File: src/hw/asoi_regs.svh
`ifndef ASOI_REGS_SVH
`define ASOI_REGS_SVH
// ******************************
// Register map
// ******************************
`define ASOI_CTRL_ADDR 8'h00
`define ASOI_STAT_ADDR 8'h04
`define ASOI_IRQ_ADDR 8'h08
`define ASOI_MASK_ADDR 8'h0C
`define ASOI_SAMPLE_ADDR 8'h10
`define ASOI_ADDR_W 8
// ******************************
// Field positions, the control reset value and the IRQ width
// ******************************
`define ASOI_CTRL_OEN 0
`define ASOI_CTRL_PDN 1
`define ASOI_CTRL_RST 32'h0000_0001
`define ASOI_IRQ_OVR 0
`define ASOI_IRQ_LOCK 1
`define ASOI_IRQ_WAKE 2
`define ASOI_IRQ_W 3
// ******************************
// Codes and counts
// ******************************
`define ASOI_MID_CODE 10'h200
`define ASOI_MAX_CODE 10'h3FF
`define ASOI_MIN_CODE 10'h000
`define ASOI_RELOCK_CYC 100
`define ASOI_WAKE_CYC 100
`define ASOI_IDLE_CYC 16
`endif

File: src/hw/asoi_pkg.sv
package asoi_pkg;
	// Four strap levels, lowest first
	typedef enum logic [1:0] {
		STRAP_GND,
		STRAP_THIRD,
		STRAP_TWO_THIRD,
		STRAP_VDD
	} asoi_strap_type;
	// Converter core result before formatting
	typedef struct packed {
		logic over;
		logic under;
		logic [9:0] code;
	} asoi_raw_type;
	// Formatted output bundle
	typedef struct packed {
		logic rangeExceededFlag;
		logic [9:0] sampleWord;
	} asoi_out_type;
endpackage

File: src/hw/asoi_core.sv
// Local design decisions: the AHB-Lite register port and the address map.
`include "asoi_regs.svh"
`timescale 1ns/10ps
`default_nettype none
module asoi_core #(
	parameter int LATENCY = 5,
	parameter int RELOCK_CYC = `ASOI_RELOCK_CYC,
	parameter int WAKE_CYC = `ASOI_WAKE_CYC,
	parameter int IDLE_CYC = `ASOI_IDLE_CYC
) (
	input wire logic clock,
	input wire logic nrst,
	input wire logic clkEn,
	// Sampling clock from the capture side, asynchronous pin
	input wire logic sampleClkPin,
	input wire asoi_pkg::asoi_strap_type modeStrap,
	input wire asoi_pkg::asoi_raw_type rawIn,
	input wire logic outEnablePin_n,
	input wire logic powerDownSelectPin,
	// Parallel sample outputs, a value and an enable each, then status outputs with no enable
	output logic [9:0] sampleWordOut,
	output logic [9:0] sampleWordOe,
	output logic rangeExceededFlagOut,
	output logic rangeExceededFlagOe,
	output logic sampleValid,
	output logic stabilizerOn,
	output logic offsetBinary,
	output logic irq,
	// AHB-Lite slave
	input wire logic hsel,
	input wire logic [31:0] haddr,
	input wire logic [1:0] htrans,
	input wire logic hwrite,
	input wire logic [2:0] hsize,
	input wire logic [31:0] hwdata,
	input wire logic hready,
	output logic [31:0] hrdata,
	output logic hreadyout,
	output logic hresp
);
	import asoi_pkg::*;

	initial begin
		if (LATENCY < 1 || RELOCK_CYC < 1 || WAKE_CYC < 1 || IDLE_CYC < 2 ||
			RELOCK_CYC > 255 || WAKE_CYC > 255 || IDLE_CYC > 65535)
			$error("asoi_core: unsupported parameter value");
	end

	// ******************************
	// Pin synchronisers
	// ******************************
	// Three stages; a change counts when stage two and three agree
	logic [2:0] clkSync_q;
	logic [2:0] oeSync_q;
	logic [2:0] pdSync_q;
	logic sClk_q, oeN_q, pd_q;
	always_ff @(posedge clock or negedge nrst) begin
		if (!nrst) begin
			clkSync_q <= 3'h0;
			oeSync_q <= 3'h7;
			pdSync_q <= 3'h0;
		end else if (clkEn) begin
			clkSync_q <= {clkSync_q[1:0], sampleClkPin};
			oeSync_q <= {oeSync_q[1:0], outEnablePin_n};
			pdSync_q <= {pdSync_q[1:0], powerDownSelectPin};
		end
	end
	// Filtered levels only move once stages two and three agree
	always_ff @(posedge clock or negedge nrst) begin
		if (!nrst) begin
			sClk_q <= 1'b0;
			oeN_q <= 1'b1;
			pd_q <= 1'b0;
		end else if (clkEn) begin
			if (clkSync_q[2] == clkSync_q[1])
				sClk_q <= clkSync_q[2];
			if (oeSync_q[2] == oeSync_q[1])
				oeN_q <= oeSync_q[2];
			if (pdSync_q[2] == pdSync_q[1])
				pd_q <= pdSync_q[2];
		end
	end

	// ******************************
	// Strap decode
	// ******************************
	// Strap captured after reset release, not inside the reset
	asoi_strap_type strap_q;
	logic strapTaken_q;
	always_ff @(posedge clock or negedge nrst) begin
		if (!nrst) begin
			strap_q <= STRAP_GND;
			strapTaken_q <= 1'b0;
		end else if (clkEn && !strapTaken_q) begin
			strap_q <= modeStrap;
			strapTaken_q <= 1'b1;
		end
	end
	wire logic fmtOffset = strap_q == STRAP_GND ||
		strap_q == STRAP_THIRD;
	wire logic dcsOn = strap_q == STRAP_THIRD ||
		strap_q == STRAP_TWO_THIRD;
	assign offsetBinary = fmtOffset;
	assign stabilizerOn = dcsOn;

	// ******************************
	// Clock edges and sampling
	// ******************************
	logic sClkPrev_q;
	always_ff @(posedge clock or negedge nrst) begin
		if (!nrst)
			sClkPrev_q <= 1'b0;
		else if (clkEn)
			sClkPrev_q <= sClk_q;
	end
	// Hold happens on the rise; the fall only reopens tracking
	wire logic riseEdge = sClk_q && !sClkPrev_q;
	wire logic tracking = !sClk_q;

	// Stall watch: long gap without a rise drops the lock
	logic [15:0] idleCnt_q;
	logic [7:0] lockCnt_q;
	wire logic stalled = idleCnt_q >= 16'(IDLE_CYC);
	wire logic locked = lockCnt_q >= 8'(RELOCK_CYC);
	always_ff @(posedge clock or negedge nrst) begin
		if (!nrst)
			idleCnt_q <= 16'h0000;
		else if (clkEn)
			idleCnt_q <= riseEdge ? 16'h0000 :
				(stalled ? idleCnt_q : idleCnt_q + 16'h0001);
	end
	// Relock counts sampling rises, not fabric cycles
	always_ff @(posedge clock or negedge nrst) begin
		if (!nrst)
			lockCnt_q <= 8'h00;
		else if (clkEn) begin
			if (stalled)
				lockCnt_q <= 8'h00;
			else if (riseEdge && !locked)
				lockCnt_q <= lockCnt_q + 8'h01;
		end
	end
	wire logic dcsReady = !dcsOn || locked;

	// ******************************
	// Nap handling
	// ******************************
	wire logic napReq = pd_q && !oeN_q;
	wire logic sleepReq = pd_q && oeN_q;
	logic [7:0] wakeCnt_q;
	wire logic awake = wakeCnt_q >= 8'(WAKE_CYC);
	always_ff @(posedge clock or negedge nrst) begin
		if (!nrst)
			wakeCnt_q <= 8'(WAKE_CYC);
		else if (clkEn) begin
			if (pd_q)
				wakeCnt_q <= 8'h00;
			else if (riseEdge && !awake)
				wakeCnt_q <= wakeCnt_q + 8'h01;
		end
	end

	// ******************************
	// Format and pipeline
	// ******************************
	// Saturate on either overrange, flag raised
	asoi_out_type fmtWord;
	always_comb begin
		logic [9:0] c;
		c = rawIn.over ? `ASOI_MAX_CODE :
			(rawIn.under ? `ASOI_MIN_CODE : rawIn.code);
		fmtWord.sampleWord = fmtOffset ? c :
			{~c[9], c[8:0]};
		fmtWord.rangeExceededFlag = rawIn.over | rawIn.under;
	end

	// Word and flag travel as one struct through the pipe
	asoi_out_type pipe_q [LATENCY];
	logic [LATENCY-1:0] vld_q;
	genvar g;
	generate
		for (g = 0; g < LATENCY; g++) begin : gStage
			// Stage input: the formatter for the first, else the stage before
			asoi_out_type stIn;
			logic stVld;
			if (g == 0) begin : gFirst
				assign stIn = fmtWord;
				assign stVld = dcsReady && awake;
			end else begin : gNext
				assign stIn = pipe_q[g-1];
				assign stVld = vld_q[g-1];
			end
			// A stall or power down voids every word still in flight
			always_ff @(posedge clock or negedge nrst) begin
				if (!nrst) begin
					pipe_q[g] <= '0;
					vld_q[g] <= 1'b0;
				end else if (clkEn && (stalled || pd_q)) begin
					vld_q[g] <= 1'b0;
				end else if (clkEn && riseEdge) begin
					pipe_q[g] <= stIn;
					vld_q[g] <= stVld;
				end
			end
		end
	endgenerate

	// ******************************
	// Register file
	// ******************************
	logic [31:0] ctrl_q;
	logic [`ASOI_IRQ_W-1:0] irqStat_q, irqMask_q;
	logic wrPend_q;
	logic [`ASOI_ADDR_W-1:0] wrAddr_q;
	logic [31:0] rdData_q;
	wire logic acc = hsel && hready && htrans[1];
	wire logic [`ASOI_ADDR_W-1:0] aOff = haddr[`ASOI_ADDR_W-1:0];
	wire logic wrCtrl = wrPend_q && wrAddr_q == `ASOI_CTRL_ADDR;
	wire logic wrIrq = wrPend_q && wrAddr_q == `ASOI_IRQ_ADDR;
	wire logic wrMask = wrPend_q && wrAddr_q == `ASOI_MASK_ADDR;
	// Software can force the outputs off through OEN or PDN, on top of the pins
	wire logic swOff = !ctrl_q[`ASOI_CTRL_OEN];
	wire logic swNap = ctrl_q[`ASOI_CTRL_PDN];
	wire logic outDisable = oeN_q || napReq || sleepReq ||
		swOff || swNap;

	// Events for sticky status
	logic lockedPrev_q, awakePrev_q;
	wire logic [`ASOI_IRQ_W-1:0] evt = {
		awake && !awakePrev_q,
		dcsOn && locked && !lockedPrev_q,
		riseEdge && fmtWord.rangeExceededFlag};
	wire logic [31:0] statWord = {26'h0, locked, awake, napReq, dcsOn,
		fmtOffset, outDisable};
	wire logic [31:0] rdMux =
		(aOff == `ASOI_CTRL_ADDR) ? ctrl_q :
		(aOff == `ASOI_STAT_ADDR) ? statWord :
		(aOff == `ASOI_IRQ_ADDR) ? {29'h0, irqStat_q} :
		(aOff == `ASOI_MASK_ADDR) ? {29'h0, irqMask_q} :
		(aOff == `ASOI_SAMPLE_ADDR) ? {21'h0, pipe_q[LATENCY-1]} :
		32'h0000_0000;

	// Address phase latch; data returns in the next cycle
	always_ff @(posedge clock or negedge nrst) begin
		if (!nrst) begin
			wrPend_q <= 1'b0;
			wrAddr_q <= '0;
			rdData_q <= 32'h0000_0000;
		end else if (clkEn) begin
			wrPend_q <= acc && hwrite;
			wrAddr_q <= aOff;
			if (acc && !hwrite)
				rdData_q <= rdMux;
		end
	end
	always_ff @(posedge clock or negedge nrst) begin
		if (!nrst) begin
			ctrl_q <= `ASOI_CTRL_RST;
			irqMask_q <= '0;
		end else if (clkEn) begin
			if (wrCtrl)
				ctrl_q <= {30'h0, hwdata[1:0]};
			if (wrMask)
				irqMask_q <= hwdata[`ASOI_IRQ_W-1:0];
		end
	end
	// Set beats clear so an event in the clearing cycle survives
	always_ff @(posedge clock or negedge nrst) begin
		if (!nrst) begin
			irqStat_q <= '0;
			lockedPrev_q <= 1'b0;
			awakePrev_q <= 1'b1;
		end else if (clkEn) begin
			irqStat_q <= (irqStat_q &
				~(wrIrq ? hwdata[`ASOI_IRQ_W-1:0] : '0)) | evt;
			lockedPrev_q <= locked;
			awakePrev_q <= awake;
		end
	end
	assign irq = |(irqStat_q & irqMask_q);
	assign hrdata = rdData_q;
	assign hreadyout = 1'b1;
	assign hresp = 1'b0;

	// ******************************
	// Output drivers
	// ******************************
	logic [9:0] wordOut_q;
	logic flagOut_q, valid_q;
	always_ff @(posedge clock or negedge nrst) begin
		if (!nrst) begin
			wordOut_q <= 10'h000;
			flagOut_q <= 1'b0;
			valid_q <= 1'b0;
		end else if (clkEn) begin
			wordOut_q <= pipe_q[LATENCY-1].sampleWord;
			flagOut_q <= pipe_q[LATENCY-1].rangeExceededFlag;
			valid_q <= vld_q[LATENCY-1] && !outDisable;
		end
	end
	assign sampleWordOut = wordOut_q;
	assign rangeExceededFlagOut = flagOut_q;
	assign sampleWordOe = {10{!outDisable}};
	assign rangeExceededFlagOe = !outDisable;
	assign sampleValid = valid_q;
	wire logic unusedBits = &{hsize, tracking, hwdata[31:2], haddr[31:8]};
endmodule
`default_nettype wire

File: config.mk
export PLATFORM = sky130hd
export DESIGN_NAME = asoi_core
export DESIGN_NICKNAME = d
export VERILOG_FILES = /design/src/hw/asoi_pkg.sv /design/src/hw/asoi_core.sv
export VERILOG_INCLUDE_DIRS = /design/src /design/src/hw
export SDC_FILE = /design/constraint.sdc
export NUM_CORES = 1
export LEC_CHECK = 0
export BUFFER_PORTS_ARGS = -buffer_cell sky130_fd_sc_hd__buf_2
export CAP_MARGIN = 25
export CORE_AREA = 2 2 125 127
export CTS_CLUSTER_SIZE = 10
export DETAILED_ROUTE_END_ITERATION = 12
export DIE_AREA = 0 0 127 129
export GPL_ROUTABILITY_DRIVEN = 0
export PLACE_DENSITY = 0.66
export SYNTH_ARGS = -nofsm -noshare
export SYNTH_HDL_FRONTEND = slang
export SYNTH_SLANG_ARGS = --single-unit
File: constraint.sdc
create_clock -name clock -period 3.2 [get_ports clock]
set_input_delay 0.32 -clock clock [delete_from_list [all_inputs] [get_ports clock]]
set_output_delay 0.32 -clock clock [all_outputs]
set_load 0.05 [all_outputs]
==> results.md <==
- Buffer levels on the longest clock path: 2
- Number of flops mapped to enable cells by yosys: 0
- Critical path class: flop to output pin
- Top cell type by total area after synthesis: dfrtp_1
- Critical path capture point type: output pin
- Setup TNS: 0 ps
- Worst-case register-to-register setup slack: 1050 ps
- Worst rel slew slack: 0.389
- Core Area: 0.0150 mm2
- Overflow left after global routing: 0
- Max VDD drop: 0.472 mV
- Postcts setup bufs: 0
- Die X-Extent: 127 um
- Clock transition at the registers of the reported paths: approximately 60 ps
- Antenna violations before repair: 0
- Top-area cell type share of the netlist area: 0.533
- Overall Power: between 5000 and 6000 uW
- Worst endpoint required time: roughly 2900 ps
- Crit Reg-Reg Endpoint: wakeCnt_q[1]
- Yosys warns: 0
- Detailed-route DRC error count: 0
- Number of global-route vias before repair: 4,202
- Number of clock sinks: 150
- Average footprint of a synthesized cell: ~12 um2
- CP Launch Type: flop
- Final core utilization: 0.504
- Cell Area, Synth: between 0.006 and 0.007 mm2
- Ys async rst share: 1.00
- Antenna Violating Nets Remaining: 0
- Number of max-slew violations in the final report: 0
- Cell types with the largest area share after synthesis: dfrtp_1, mux2_2, mux2_1
- Number of placement rows: 45
- Syn Inst Count: approximately 560
- Outcome: finished, violations left
- Number of setup violations in the final report: 0
- Die ar.: between 0.015 and 0.02 mm2
- Area Overhead vs Synth: 14.1%
- Routed wire length per instance: around 15 um
- Final worst path period share: 0.755
- Total count of hold-check failures in the final report: 3
- Total of hold buffers inserted after clock tree synthesis: 0
- Leakage power: around 0.0037 uW
- Number of I/O pins: about 150
- Final critical-path required period: about 2400 ps
- Library cells used by synthesis: 58
- Number of clock buffers inserted by TritonCTS: 17
- Final wirelength: 12,200 um
- Cell Count Post-Placement: roughly 790
- Max Fclk: between 400 and 500 MHz
- Clk root buf: clkbuf_16
- CTS tree: yes
- Crit path arrival time: around 2100 ps
- Worst Reg-to-Reg Cells: 4
- Class of the most critical hold timing path: input pin to async pin
- H-tree depth: 4
- Number of search-and-repair iterations in the first detailed-routing pass: 5
- Starting density of the core: 0.442
- Share of the yosys chip area belonging to registers: 0.569
- Post_cts resized: 0
- Number of buffers inserted by port buffering: 71
- Most common flop cell mapped by yosys: dfrtp_1
- Antenna Diode Count: 0
- Fin Clk Skew: 7.89 ps
- Power density over the cells: 772 mW/mm2
- Global-route wire length before repair: between 20,000 and 25,000 um
- Number of max-capacitance violations reported: 0
- Post-Place Cell Area: 0.00699 mm2
- Failing checks: hold timing
- Critical-path maximum fanout: 12
- Violation count after the first detailed-route iteration: 249
- Latest clock arrival within the worst-skew pair: around 420 ps
- Dpl hpwl: 8080 um
- Share of post-route cells with drive strength above 1: 0.264
- Pin count of the biggest net entering global routing: between 100 and 150
- Number of flip-flops and latches in the synthesized netlist: 150
- Die Span Y: 129 um
- Worst hold slack after final layout: -1.10 ps
- Total global-route track usage: 0.161
- Final cell count without fillers: 817
- Vias per cell: slightly above 5
- Setup repair after global routing missed its margin: false
- Layout Nets: around 700
- Final design area excluding fillers: 0.00755 mm2
- FF-to-FF Start: sClkPrev_q
- Transition time at the pin with the least slew margin: between 900 and 1000 ps
- Filler Cell Count: about 1,300
- Routed via count: between 4,000 and 5,000
where the power goes:
group          total [uW]  internal [uW]  switching, uW
Clock                1870           1110            765
Combinational        1250            497            753
Sequential           2710           2400            313
synthesized netlist by cell type (all sizes together) (3+ instances only):
cell / count
xnor2: 9
a21o: 3
a22o: 7
and2: 14
inv: 21
nor3: 9
mux2: 78
clkbuf: 23
nor4b: 3
nor2: 26
buf: 39
a21oi: 26
dfrtp: 141
nand2: 32
nand2b: 4
nand3: 9
ha: 8
a22oi: 4
nor4: 12
dfstp: 9
nor2b: 9
nand4: 3
or4b: 4
o22ai: 9
or2: 4
o21ai: 20
worst max-delay path, stage by stage, from the launching register on:
cell     delay, ps
dfrtp_1        510
or4b_1         610
inv_1          250
buf_2          320
metrics by stage:
stage	hold WS, ps	worst slack (ps)
after floorplan	24.4	1060
after global placement	450	711
after detailed placement	450	690
after CTS	32.0	739
after global routing	72.9	667
final	-1.10	783
flip-flops by register name, summed over array words and instances, names as in the netlist, 2 cells and up:
signal         cells
clkSync_q          3
ctrl_q             2
gStage.stIn       44
gStage.stVld       4
hrdata            11
idleCnt_q         16
irqMask_q          3
irqStat_q          3
lockCnt_q          8
oeSync_q           3
pdSync_q           3
pipe_q            11
sampleWordOut     10
strap_q            2
wakeCnt_q          8
wrAddr_q           8
per-layer routing:
layer / vias to the layer above / wire [um] / share of wire / track usage
met5: - / 0 / 0 / 0
li1: 2013 / - / - / -
met3: 21 / 611 / 0.050 / 0.0482
met4: 0 / 342 / 0.028 / 0.0808
met1: 2064 / 5450 / 0.45 / 0.206
met2: 123 / 5770 / 0.47 / 0.250
how the worst max path moves through the flow:
stage / from / to / slack (ps) / cells after the start
CTS: pd_q / sampleWordOe[3] / 740 / 3
global route: pd_q / sampleWordOe[8] / 670 / 3
global placement: clkEn / gStage[2].stIn[1] / 710 / 6
detailed placement: clkEn / gStage[4].stIn[5] / 690 / 6
finish: pd_q / sampleWordOe[3] / 780 / 3
floorplan: pd_q / sampleWordOe[0] / 1060 / 4
area by class of cell:
class	instances	area (um2)	area share
flip-flops and latches	150	3760	0.498
inverters	22	82.6	0.0109
well taps	188	235	0.0311
repair buffers	77	419	0.0555
clock buffers	20	457	0.0605
clock inverters	12	104	0.0137
multi-input cells	348	2490	0.330
cells in the final DEF, fill, tap and decap left out, types with 3 or more instances in the layout:
cell type and count:
nand2_1 32, nand4_1 3, o21ai_0 16, nand2b_1 4, and2_1 14, xnor2_1 9, conb_1 23, a22o_1 7
dfrtp_1 141, a22oi_1 4, nand3_1 9, mux2_2 43, clkinv_2 5, buf_2 70, dfstp_2 9, ha_1 8
a21o_1 3, inv_1 21, o21ai_1 4, nor3_1 9, clkbuf_16 17, buf_4 5, nor2_1 26, a21oi_1 26
o22ai_1 9, nor2b_1 9, nor4b_1 3, nor4_1 11, mux2_1 33, or4b_1 4, clkinvlp_4 3
cells by family after synthesis:
logic type	count (synthesis)	synth area share
compound gates	88	0.0851
xor+xnor	9	0.0119
fa+ha+maj	8	0.0151
buf+inv	84	0.0669
flops	150	0.569
mux	80	0.137
other cells	2	0.00113
simple gates	140	0.114
No activity file was read; power rests on OpenSTA's default activity.
